**src/ltl_defs.svh**
```systemverilog
`ifndef LTL_DEFS_SVH
`define LTL_DEFS_SVH

// ****************************************
// register offsets
// ****************************************
`define LTL_OFF_LOW 8'h02
`define LTL_OFF_HIGH 8'h03
`define LTL_OFF_MAKER 8'h7E
`define LTL_OFF_PART 8'h7F

// ****************************************
// reset values and field constants
// ****************************************
`define LTL_LOW_RESET_RAW 20'hC0000
`define LTL_HIGH_RESET 16'hBFFF
`define LTL_UNMAPPED_READ 16'h0000
`define LTL_RANGE_MANUAL_LIMIT 4'hC
`define LTL_MASKED_EXP 4'h0
`define LTL_BITS_PER_BYTE 4'h8

// ****************************************
// serial port timing
// ****************************************
`define LTL_CLK_PERIOD_NS 40

`endif

```
**src/ltl_pkg.sv**
```systemverilog
package ltl_pkg;

	// threshold or result word: exponent on top, mantissa below
	typedef struct packed {
		logic [3:0] exp;
		logic [11:0] mant;
	} ltl_word_s;

	typedef enum logic [2:0] {
		ST_IDLE,
		ST_ADDR,
		ST_ACK_ADDR,
		ST_PTR,
		ST_ACK_W,
		ST_WDATA,
		ST_RDATA,
		ST_ACK_R
	} ltl_state_e;

	typedef logic [26:0] ltl_lux_t;

endpackage

```
**src/ltl_regs.sv**
```systemverilog
`timescale 1ns/100ps
`include "ltl_defs.svh"

// Contract
// - low threshold 16-bit read/write, exp/mantissa split
// - lux equals 0.01 times 2^exp times mantissa
// - exponent 0..11 doubles step, 40.95 to 83865.60
// - compare all words in lux, exponents may differ
// - low threshold is lower bound for flags
// - high threshold is upper bound for flags
// - high threshold same layout, read/write
// - high threshold resets to exponent Bh, FFFh
// - high comparison ignores the exponent mask
// - maker word read-only at 7Eh
// - part word read-only at 7Fh
// - low threshold at 02h, heading reset value
// - mask zeroes result exponent when manual range
module ltl_regs import ltl_pkg::*; #(
	parameter logic [6:0] I2C_ADDR = 7'h44,
	// arbitrary neutral value
	parameter logic [15:0] MAKER_ID = 16'hA5C3,
	// arbitrary neutral value
	parameter logic [15:0] PART_ID = 16'h0F1E
) (
	input wire logic core_clk,
	input wire logic rst_n,
	input wire logic scl_in,
	input wire logic sda_in,
	output logic sda_out,
	output logic sda_oe_n,
	input wire ltl_word_s result_word,
	input wire logic result_valid,
	input wire logic exp_mask_enable,
	input wire logic [3:0] range_select,
	output ltl_word_s masked_result,
	output logic over_flag,
	output logic under_flag,
	output logic alert_n
);

	// ****************************************
	// elaboration checks
	// ****************************************
	// reserved bus addresses cannot be served by a plain slave
	if (I2C_ADDR < 7'h08 || I2C_ADDR > 7'h77) begin : g_bad_addr
		$error("ltl_regs: serial address is reserved");
	end

	// ****************************************
	// lux scaling
	// ****************************************
	// the 0.01 factor is common to all words, so it drops out of compares
	function automatic ltl_lux_t lux_of(input ltl_word_s w);
		lux_of = {15'h0000, w.mant} << w.exp;
	endfunction

	// ****************************************
	// serial port state
	// ****************************************
	logic scl_q_reg, scl_q_next, sda_q_reg, sda_q_next;
	ltl_state_e st_reg, st_next;
	logic [3:0] cnt_reg, cnt_next;
	logic [7:0] sh_reg, sh_next, ptr_reg, ptr_next, wmsb_reg, wmsb_next;
	logic [15:0] tx_reg, tx_next, rd_word;
	logic rw_reg, rw_next, hi_byte_reg, hi_byte_next, oe_n_reg, oe_n_next;
	ltl_word_s low_reg, low_next, high_reg, high_next;
	logic commit;
	logic scl_rise, scl_fall, start_cond, stop_cond;
	logic [15:0] wdata;

	assign scl_rise = scl_in & ~scl_q_reg;
	assign scl_fall = ~scl_in & scl_q_reg;
	assign start_cond = scl_in & scl_q_reg & sda_q_reg & ~sda_in;
	assign stop_cond = scl_in & scl_q_reg & ~sda_q_reg & sda_in;
	assign wdata = {wmsb_reg, sh_reg};

	always_comb begin
		unique case (ptr_reg)
			`LTL_OFF_LOW: rd_word = low_reg;
			`LTL_OFF_HIGH: rd_word = high_reg;
			`LTL_OFF_MAKER: rd_word = MAKER_ID;
			`LTL_OFF_PART: rd_word = PART_ID;
			default: rd_word = `LTL_UNMAPPED_READ;
		endcase
	end

	always_comb begin
		scl_q_next = scl_in;
		sda_q_next = sda_in;
		st_next = st_reg;
		cnt_next = cnt_reg;
		sh_next = sh_reg;
		tx_next = tx_reg;
		rw_next = rw_reg;
		hi_byte_next = hi_byte_reg;
		ptr_next = ptr_reg;
		wmsb_next = wmsb_reg;
		oe_n_next = oe_n_reg;
		commit = 1'b0;
		if (start_cond) begin
			st_next = ST_ADDR;
			cnt_next = 4'h0;
			oe_n_next = 1'b1;
		end else if (stop_cond) begin
			st_next = ST_IDLE;
			oe_n_next = 1'b1;
		end else begin
			unique case (st_reg)
				ST_IDLE: begin
				end
				ST_ADDR, ST_PTR, ST_WDATA: begin
					if (scl_rise && cnt_reg != `LTL_BITS_PER_BYTE) begin
						sh_next = {sh_reg[6:0], sda_in};
						cnt_next = cnt_reg + 4'h1;
					end
					if (scl_fall && cnt_reg == `LTL_BITS_PER_BYTE) begin
						cnt_next = 4'h0;
						if (st_reg == ST_ADDR) begin
							if (sh_reg[7:1] == I2C_ADDR) begin
								oe_n_next = 1'b0;
								rw_next = sh_reg[0];
								st_next = ST_ACK_ADDR;
							end else begin
								st_next = ST_IDLE;
							end
						end else begin
							oe_n_next = 1'b0;
							st_next = ST_ACK_W;
							if (st_reg == ST_PTR) begin
								ptr_next = sh_reg;
								hi_byte_next = 1'b1;
							end else if (hi_byte_reg) begin
								wmsb_next = sh_reg;
								hi_byte_next = 1'b0;
							end else begin
								commit = 1'b1;
								hi_byte_next = 1'b1;
							end
						end
					end
				end
				ST_ACK_ADDR: begin
					if (scl_fall) begin
						hi_byte_next = 1'b1;
						if (rw_reg) begin
							tx_next = rd_word;
							oe_n_next = rd_word[15];
							st_next = ST_RDATA;
						end else begin
							oe_n_next = 1'b1;
							st_next = ST_PTR;
						end
					end
				end
				ST_ACK_W: begin
					if (scl_fall) begin
						oe_n_next = 1'b1;
						st_next = ST_WDATA;
					end
				end
				ST_RDATA: begin
					if (scl_rise) begin
						cnt_next = cnt_reg + 4'h1;
					end
					if (scl_fall) begin
						tx_next = {tx_reg[14:0], 1'b0};
						if (cnt_reg == `LTL_BITS_PER_BYTE) begin
							cnt_next = 4'h0;
							oe_n_next = 1'b1;
							st_next = ST_ACK_R;
						end else begin
							oe_n_next = tx_reg[14];
						end
					end
				end
				ST_ACK_R: begin
					// a master nack ends the read; wait for stop
					if (scl_rise && sda_in) begin
						st_next = ST_IDLE;
					end else if (scl_fall) begin
						st_next = ST_RDATA;
						if (hi_byte_reg) begin
							hi_byte_next = 1'b0;
							oe_n_next = tx_reg[15];
						end else begin
							tx_next = rd_word;
							oe_n_next = rd_word[15];
							hi_byte_next = 1'b1;
						end
					end
				end
			endcase
		end
	end

	// ****************************************
	// threshold registers
	// ****************************************
	// identity offsets and unmapped offsets fall through: writes dropped
	always_comb begin
		low_next = low_reg;
		high_next = high_reg;
		if (commit && ptr_reg == `LTL_OFF_LOW) begin
			low_next = wdata;
		end
		if (commit && ptr_reg == `LTL_OFF_HIGH) begin
			high_next = wdata;
		end
	end

	always_ff @(posedge core_clk or negedge rst_n) begin
		if (!rst_n) begin
			scl_q_reg <= 1'b1;
			sda_q_reg <= 1'b1;
			st_reg <= ST_IDLE;
			cnt_reg <= 4'h0;
			sh_reg <= 8'h00;
			tx_reg <= 16'h0000;
			rw_reg <= 1'b0;
			hi_byte_reg <= 1'b1;
			ptr_reg <= 8'h00;
			wmsb_reg <= 8'h00;
			oe_n_reg <= 1'b1;
			// the heading value is 20 bits wide; only its low 16 bits fit the register
			low_reg <= 16'(`LTL_LOW_RESET_RAW);
			high_reg <= `LTL_HIGH_RESET;
		end else begin
			scl_q_reg <= scl_q_next;
			sda_q_reg <= sda_q_next;
			st_reg <= st_next;
			cnt_reg <= cnt_next;
			sh_reg <= sh_next;
			tx_reg <= tx_next;
			rw_reg <= rw_next;
			hi_byte_reg <= hi_byte_next;
			ptr_reg <= ptr_next;
			wmsb_reg <= wmsb_next;
			oe_n_reg <= oe_n_next;
			low_reg <= low_next;
			high_reg <= high_next;
		end
	end

	assign sda_out = 1'b0;
	assign sda_oe_n = oe_n_reg;

	// ****************************************
	// window comparison
	// ****************************************
	ltl_lux_t res_lux, low_lux, high_lux;
	ltl_word_s masked_reg, masked_next;
	logic over_reg, over_next, under_reg, under_next, alert_n_reg, alert_n_next;
	logic mask_on;

	assign res_lux = lux_of(result_word);
	assign low_lux = lux_of(low_reg);
	assign high_lux = lux_of(high_reg);
	assign mask_on = exp_mask_enable && (range_select < `LTL_RANGE_MANUAL_LIMIT);

	// compares use the raw result; masking only touches the reported word
	always_comb begin
		masked_next = masked_reg;
		over_next = over_reg;
		under_next = under_reg;
		alert_n_next = alert_n_reg;
		if (result_valid) begin
			masked_next = result_word;
			if (mask_on) begin
				masked_next.exp = `LTL_MASKED_EXP;
			end
			over_next = res_lux > high_lux;
			under_next = res_lux < low_lux;
			alert_n_next = !((res_lux > high_lux) || (res_lux < low_lux));
		end
	end

	always_ff @(posedge core_clk or negedge rst_n) begin
		if (!rst_n) begin
			masked_reg <= 16'h0000;
			over_reg <= 1'b0;
			under_reg <= 1'b0;
			alert_n_reg <= 1'b1;
		end else begin
			masked_reg <= masked_next;
			over_reg <= over_next;
			under_reg <= under_next;
			alert_n_reg <= alert_n_next;
		end
	end

	assign masked_result = masked_reg;
	assign over_flag = over_reg;
	assign under_flag = under_reg;
	assign alert_n = alert_n_reg;

	logic high_touched_reg;
	always_ff @(posedge core_clk or negedge rst_n) begin
		if (!rst_n) begin
			high_touched_reg <= 1'b0;
		end else if (commit && ptr_reg == `LTL_OFF_HIGH) begin
			high_touched_reg <= 1'b1;
		end
	end
endmodule

```
**config.mk**
```make
export PLATFORM = sky130hd
export DESIGN_NAME = ltl_regs
export DESIGN_NICKNAME = d
export VERILOG_FILES = /design/src/ltl_pkg.sv /design/src/ltl_regs.sv
export VERILOG_INCLUDE_DIRS = /design/src
export SDC_FILE = /design/constraint.sdc
export NUM_CORES = 1
export LEC_CHECK = 0
export CAP_MARGIN = 20
export CORE_MARGIN = 2
export CORE_UTILIZATION = 40
export DETAILED_ROUTE_END_ITERATION = 16
export DONT_BUFFER_PORTS = 1
export GPL_TIMING_DRIVEN = 0
export PLACE_DENSITY = 0.66
export SLEW_MARGIN = 20
export SYNTH_ARGS = -nofsm -noshare
export SYNTH_HDL_FRONTEND = slang
export SYNTH_SLANG_ARGS = --single-unit
```
**constraint.sdc**
```tcl
create_clock -name core_clk -period 3.8 [get_ports core_clk]
set_input_delay 0 -clock core_clk [delete_from_list [all_inputs] [get_ports core_clk]]
set_output_delay 0 -clock core_clk [all_outputs]
set_load 0.03 [all_outputs]
```
==> results of run 1 <==
-- cell usage after synthesis, types with 5 or more instances --
cell type	count
nor2b_1	10
a21oi_1	63
dfstp_2	20
nor2_1	70
o22ai_1	8
o21ai_1	6
o21ai_0	65
inv_1	21
nand3_1	25
dfrtp_1	83
o211ai_1	12
a21o_1	11
nand4_1	9
nand2_1	92
or2_2	6
a31oi_1	6
nand2b_1	12
mux2_2	83
mux2i_1	56
ha_1	52
clkbuf_1	38
mux4_2	5
nor3b_1	7
nand3b_1	5
and2_1	7
nor3_1	11
-- metrics by stage --
stage               utilization, %  setup slack (ns)
finish                        45.5             0.256
global route                  45.5             0.118
CTS                           45.5            0.0675
detailed placement            42.7           -0.0644
global placement              42.7           0.00526
floorplan                        -             0.639
-- what timing repair did --
| action | CTS | global route |
|---|---|---|
| endpoints found under the setup margin | 2 | 2 |
| hold endpoints to repair | 124 | 0 |
| hold buffers | 20 | 0 |
| pin swaps | 0 | 0 |
| gates resized for setup | 1 | 2 |
-- worst register-to-register path: cells and delay by family (launching register included) --
family,cells,cell delay [ns]
multiplexers,2,0.58
flip-flops,1,0.53
buffers and inverters,1,0.19
AO/OA/AOI/OAI,4,0.78
adder cells (fa/ha/maj),1,0.22
AND/OR/NAND/NOR,6,1.20
-- kinds of logic (layout without fill, tap and decap cells) --
logic type	count (synthesis)	in the layout	synth area share (%)
buffers and inverters	73	106	3.91
xor gates and xnor gates	4	4	0.454
AOI/OAI and AO/OA	202	202	15.6
and+or+nand+nor	267	267	16.2
adders and majority gates	52	52	8.43
DFF	103	103	33.7
other	1	1	0.0486
muxes	149	149	21.6
-- final cells by class --
cell class	count	share of cell area [%]
sequential	103	30.4
clock buffer	9	2.63
multi-input combinational	675	56.3
clock inverter	7	0.877
inverter	23	1.01
tap	260	3.80
buffer	47	2.41
timing repair buffer	20	2.54
-- final timing paths --
kind                                     startpoint                           end  slack, ns  depth (start not counted)
min in group asynchronous                     rst_n  masked_result[9]$_DFFE_PN0P_       0.20                          2
min                                          scl_in        cnt_reg[1]$_DFFE_PN0P_       0.01                          3
max in group asynchronous                     rst_n       hi_byte_reg$_DFFE_PN1P_       3.15                          2
max                        high_reg[12]$_DFFE_PN1P_           alert_n$_DFFE_PN1P_       0.26                         14
max reg2reg                high_reg[12]$_DFFE_PN1P_           alert_n$_DFFE_PN1P_       0.26                         14
min reg2reg                   tx_reg[5]$_DFFE_PN0P_         tx_reg[5]$_DFFE_PN0P_       0.49                          2
-- per-layer routing --
metal	global-route usage [%]	part of all wire, %	routed length (µm)
met5	0	0	0
met4	6.67	1.9	367
met3	3.86	5.3	1040
met2	33.1	47	9300
met1	26.9	46	9020
-- report_power, final --
group	internal (mW)	switching, mW
registers	1.25	0.217
logic	0.328	0.447
clock network	0.467	0.464
==> flow_summary_export.csv, run 1 <==
group,metric,value,unit
detailed_routing,totalWireLength,19.7,mm
cells_and_area,layout-drive-gt1-share,16.7,%
timing,hold-worst-slack,0.0138,ns
setup_path,cp_max_fo,18,
clock_tree,clock_latency,0.36,ns
die,row_count,50,
timing,relSlewSlack,56.4,%
placement,gp_congestion,0.945,
cells_and_area,num-fill-cells,1842,
setup_path,max_stage_delay,0.53,ns
power,power.density,370,nW/µm²
die,fp.dieW,143,µm
setup_path,cp_top_family,"simple AND/OR/NAND/NOR gates",
synthesis,ys_seq_area_share,33.7,%
setup_path,crit_type,"flip-flop to flip-flop",
power,power.total,3.17,mW
timing,hold_viol,0,
cells_and_area,antenna_cells,0,
global_routing,grt-ovfl-total,0,
clock_tree,tritoncts,"built",
hold_path,hp-class,"primary input to flip-flop",
cells_and_area,nets,957,
die,core_area,18800,µm²
clock_tree,h-tree-depth,3,
setup_path,critPathArrivalTime,3.85,ns
synthesis,syn_inst,851,
synthesis,syn-cell-area,7720,µm²
timing,skew,0.00703,ns
clock_tree,cts.sinks,103,
detailed_routing,post_drt_wl_per_cell,17.2,µm
timing,max_freq,282,MHz
global_routing,grt_max_degree,104,
synthesis,async_flop_share,100,%
placement,placed_cell_area,8050,µm²
setup_path,path_buf_inv,1,
placement,dp.cells,1111,
global_routing,grt_pass1_vias,6326,
timing,finalSetupViolCount,0,
cells_and_area,layout_common_cells,"nand2_1, mux2_2, dfrtp_1",
clock_tree,clk_path_buf_depth,2,
die,fp.dieH,143,µm
placement,io_buffers,0,
clock_tree,clock-root-buffer,"clkbuf_16",
timing,finalCritPeriodShare,93.3,%
setup_path,critPathLaunchType,"flip-flop",
die,io_pins,47,
global_routing,antenna_found_initial,0,
clock_tree,cts_buffers,9,
power,p_leak,3.56,nW
timing,finalMaxSlewViolations,0,
detailed_routing,firstDrtPassIters,4,
synthesis,synthTopCellsByArea,"dfrtp_1, mux2_2, ha_1",
detailed_routing,route.vias.total,6455,
timing,timing.setup.tns,0,ns
detailed_routing,drc,0,
global_routing,grtUsageTotal,20.2,%
run_status,outcome,"finished, final reports clean",
synthesis,synth_top_area_cell,"dfrtp_1",
timing,fin_crit,3.54,ns
cells_and_area,syn_to_final_growth,10.9,%
cells_and_area,multi_input_area,4820,µm²
global_routing,grt_pass1_wl,32.6,mm
detailed_routing,antenna_left,0,
setup_path,path_cells,"buf_6 -> mux2_2 -> nor2_1 -> a21oi_1 -> mux2i_1 -> nor2_1 -> a21oi_1 -> ha_1 -> nand4_1 -> nor3_1 -> nand3_1 -> or3b_1 -> o211ai_1 -> o221a_2",
synthesis,ys_warn_count,0,
setup_path,slowest_stage,"dfstp_2",
flow_run,drv_cap,0,
synthesis,synth_top_cell_area_share,26.9,%
synthesis,synth_seq_cells,103,
timing,grt_setup_unrepaired,"no",
synthesis,synth_nets,929,
synthesis,synth-edff-count,0,
setup_path,cp-end-kind,"flip-flop",
synthesis,synthFlopType,"dfrtp_1",
cells_and_area,instances_no_fill,1144,
cells_and_area,mostFrequentLayoutCell,"nand2_1",
placement,dpl.hpwl,15.1,mm
cells_and_area,seq_area,2600,µm²
synthesis,synth_area_per_cell,9.07,µm²
clock_tree,clk_pin_slew,0.08,ns
timing,worst_slew_pin_slew,0.650,ns
detailed_routing,first_iter_violations,407,
power,ir_drop,376,µV
clock_tree,cts_setup_buffers,0,
die,die_area,20400,µm²
synthesis,synth_cell_types,64,
detailed_routing,routed_via_density,5.64,
setup_path,worstPathRequired,4.11,ns
cells_and_area,fin_area,8560,µm²
die,start_util,41.0,%
No activity file was read; power rests on OpenSTA's default activity.
==> run 2, diff against run 1 <==
--- a/config.mk
+++ b/config.mk
@@ -6,6 +6,7 @@
 export SDC_FILE = /design/constraint.sdc
 export NUM_CORES = 1
 export LEC_CHECK = 0
+export ABC_AREA = 1
 export CAP_MARGIN = 20
 export CORE_MARGIN = 2
 export CORE_UTILIZATION = 40
==> flow_summary_export.csv, run 2 <==
group,metric,value,unit
run_status,outcome,"finished, final reports clean",
synthesis,syn_inst,1112,
detailed_routing,drc,0,
synthesis,synth-edff-count,0,
setup_path,critPathLaunch,"high_reg[12]$_DFFE_PN1P_",
global_routing,grt_pass1_vias,7173,
detailed_routing,firstDrtPassIters,6,
die,start_util,41.1,%
timing,grt_setup_unrepaired,"no",
cells_and_area,nets,1222,
detailed_routing,totalWireLength,22.1,mm
timing,hold_viol,0,
power,ir_drop,289,µV
synthesis,async_flop_share,100,%
die,fp.dieH,143,µm
placement,pre_cts_ws,0.460,ns
power,p_leak,3.69,nW
synthesis,synth_area_per_cell,6.98,µm²
cells_and_area,syn_to_final_growth,10.7,%
setup_path,r2r_setup_slack,0.40,ns
synthesis,synth_top_area_cell,"dfrtp_1",
setup_path,critPathArrivalTime,3.69,ns
setup_path,cp-end-kind,"flip-flop",
setup_path,cp_max_fo,10,
global_routing,grt-ovfl-total,0,
placement,io_buffers,0,
timing,finalSetupViolCount,0,
cells_and_area,layout-drive-gt1-share,8.96,%
clock_tree,h-tree-depth,3,
synthesis,ys_seq_area_share,33.5,%
cells_and_area,antenna_cells,0,
timing,worst_slew_pin_slew,0.969,ns
detailed_routing,antenna_left,0,
synthesis,synthFlopType,"dfrtp_1",
detailed_routing,routed_via_density,5.33,
setup_path,r2r_start,"high_reg[12]$_DFFE_PN1P_",
synthesis,synthTopCellsByArea,"dfrtp_1, nand2_1, o21ai_0",
die,io_pins,47,
timing,skew,0.00902,ns
clock_tree,clock-root-buffer,"clkbuf_16",
global_routing,grt_pass1_wl,36.3,mm
timing,timing.setup.tns,0,ns
synthesis,synthTopCellsByCount,"nand2_1, o21ai_0, inv_1",
clock_tree,cts_buffers,9,
synthesis,ys_warn_count,0,
setup_path,rr_worst_depth,15,
timing,relSlewSlack,34.9,%
die,core_area,18900,µm²
synthesis,syn-cell-area,7760,µm²
timing,setup_ws,0.398,ns
die,row_count,50,
timing,max_freq,294,MHz
clock_tree,cts_setup_buffers,0,
synthesis,synth_top_cell_area_share,26.8,%
clock_tree,hold_buffers,21,
power,power.density,386,nW/µm²
setup_path,crit_type,"flip-flop to flip-flop",
detailed_routing,first_iter_violations,599,
setup_path,r2r-end,"alert_n$_DFFE_PN1P_",
timing,fin_crit,3.40,ns
placement,gp_congestion,0.921,
synthesis,synth_cell_types,51,
hold_path,hp-class,"primary input to flip-flop",
cells_and_area,instances_no_fill,1409,
clock_tree,cts.sinks,103,
die,fp.dieW,143,µm
detailed_routing,route.vias.total,7506,
detailed_routing,post_drt_wl_per_cell,15.7,µm
die,die_area,20500,µm²
placement,dp.cells,1372,
cells_and_area,postLayoutCoreUtil,45.5,%
hold_path,holdPathEnd,"masked_result[15]$_DFFE_PN0P_",
placement,dpl.hpwl,17.2,mm
synthesis,synth_seq_cells,103,
global_routing,grt_max_degree,104,
synthesis,synth_nets,1190,
clock_tree,clk_path_buf_depth,2,
global_routing,antenna_found_initial,0,
cells_and_area,layout_common_cells,"nand2_1, o21ai_0, inv_1",
setup_path,critPathLaunchType,"flip-flop",
synthesis,synth_most_common_cell,"nand2_1",
global_routing,grtUsageTotal,22.3,%
hold_path,hold_path_depth,3,
clock_tree,clk_pin_slew,0.08,ns
power,power.total,3.32,mW
flow_run,drv_cap,0,
hold_path,min_from,"result_word[15]",
timing,finalMaxSlewViolations,0,
cells_and_area,mostFrequentLayoutCell,"nand2_1",
timing,finalCritPeriodShare,89.5,%
clock_tree,post_cts_resized,0,
clock_tree,clock_latency,0.35,ns
clock_tree,tritoncts,"built",
setup_path,worstPathRequired,4.09,ns
## run 2: worst max-delay path, cell delays in order (launching register included)
cell	delay, ns
dfstp_2	0.52
buf_2	0.18
clkbuf_1	0.32
o21ai_0	0.20
o21ai_0	0.36
o21ai_0	0.18
o21ai_0	0.28
ha_1	0.17
nand2_1	0.06
or3b_2	0.45
nor3_1	0.18
nand2_1	0.07
nand2_1	0.07
nand2_1	0.12
nand3_1	0.11
nand2_1	0.05
## run 2: metrics by stage
stage	area, µm²	hold slack [ns]
floorplan	7760	-0.296
global placement	8090	-0.294
detailed placement	8090	-0.293
CTS	8590	0.0354
global route	8590	0.0898
finish	8590	0.0550
## run 2: worst max path at each step
stage,to,cells past startpoint
2_1_floorplan,alert_n$_DFFE_PN1P_,18
3_3_place_gp,alert_n$_DFFE_PN1P_,16
3_5_place_dp,alert_n$_DFFE_PN1P_,15
4_1_cts,alert_n$_DFFE_PN1P_,16
5_1_grt,alert_n$_DFFE_PN1P_,18
6_report,alert_n$_DFFE_PN1P_,15
## run 2: kinds of logic (layout without fill, tap and decap cells)
kind of cell	count (synthesis)	count (layout)	share of synthesized area, %
buffers and inverters	155	192	8.11
muxes	6	6	0.774
DFF	103	103	33.5
xor gates and xnor gates	1	1	0.113
and+or+nand+nor	506	506	28.5
AOI/OAI and AO/OA	288	288	20.6
adders and majority gates	52	52	8.38
other	1	1	0.0483
## run 2: power breakdown
part	total, mW	switching, mW	internal, mW
logic	0.941	0.600	0.341
registers	1.48	0.180	1.30
clock network	0.897	0.447	0.450
total	3.32	1.23	2.09
## run 2: layer usage
layer / part of all wire, % / vias up / GRT usage, %
met5: 0 / - / 0
met4: 2.7 / 0 / 7.28
met3: 4.1 / 39 / 3.17
met2: 47 / 192 / 37.5
met1: 47 / 3465 / 29.7
li1: - / 3810 / -
## run 2: area by class of cell
class | instances | area, µm²
inverters | 104 | 395
clock inverters | 6 | 45.0
multi-input cells | 854 | 4530
clock buffers | 10 | 229
flip-flops and latches | 103 | 2600
well taps | 260 | 325
repair buffers | 21 | 228
plain buffers | 51 | 234
fillers | 1970 | 10300
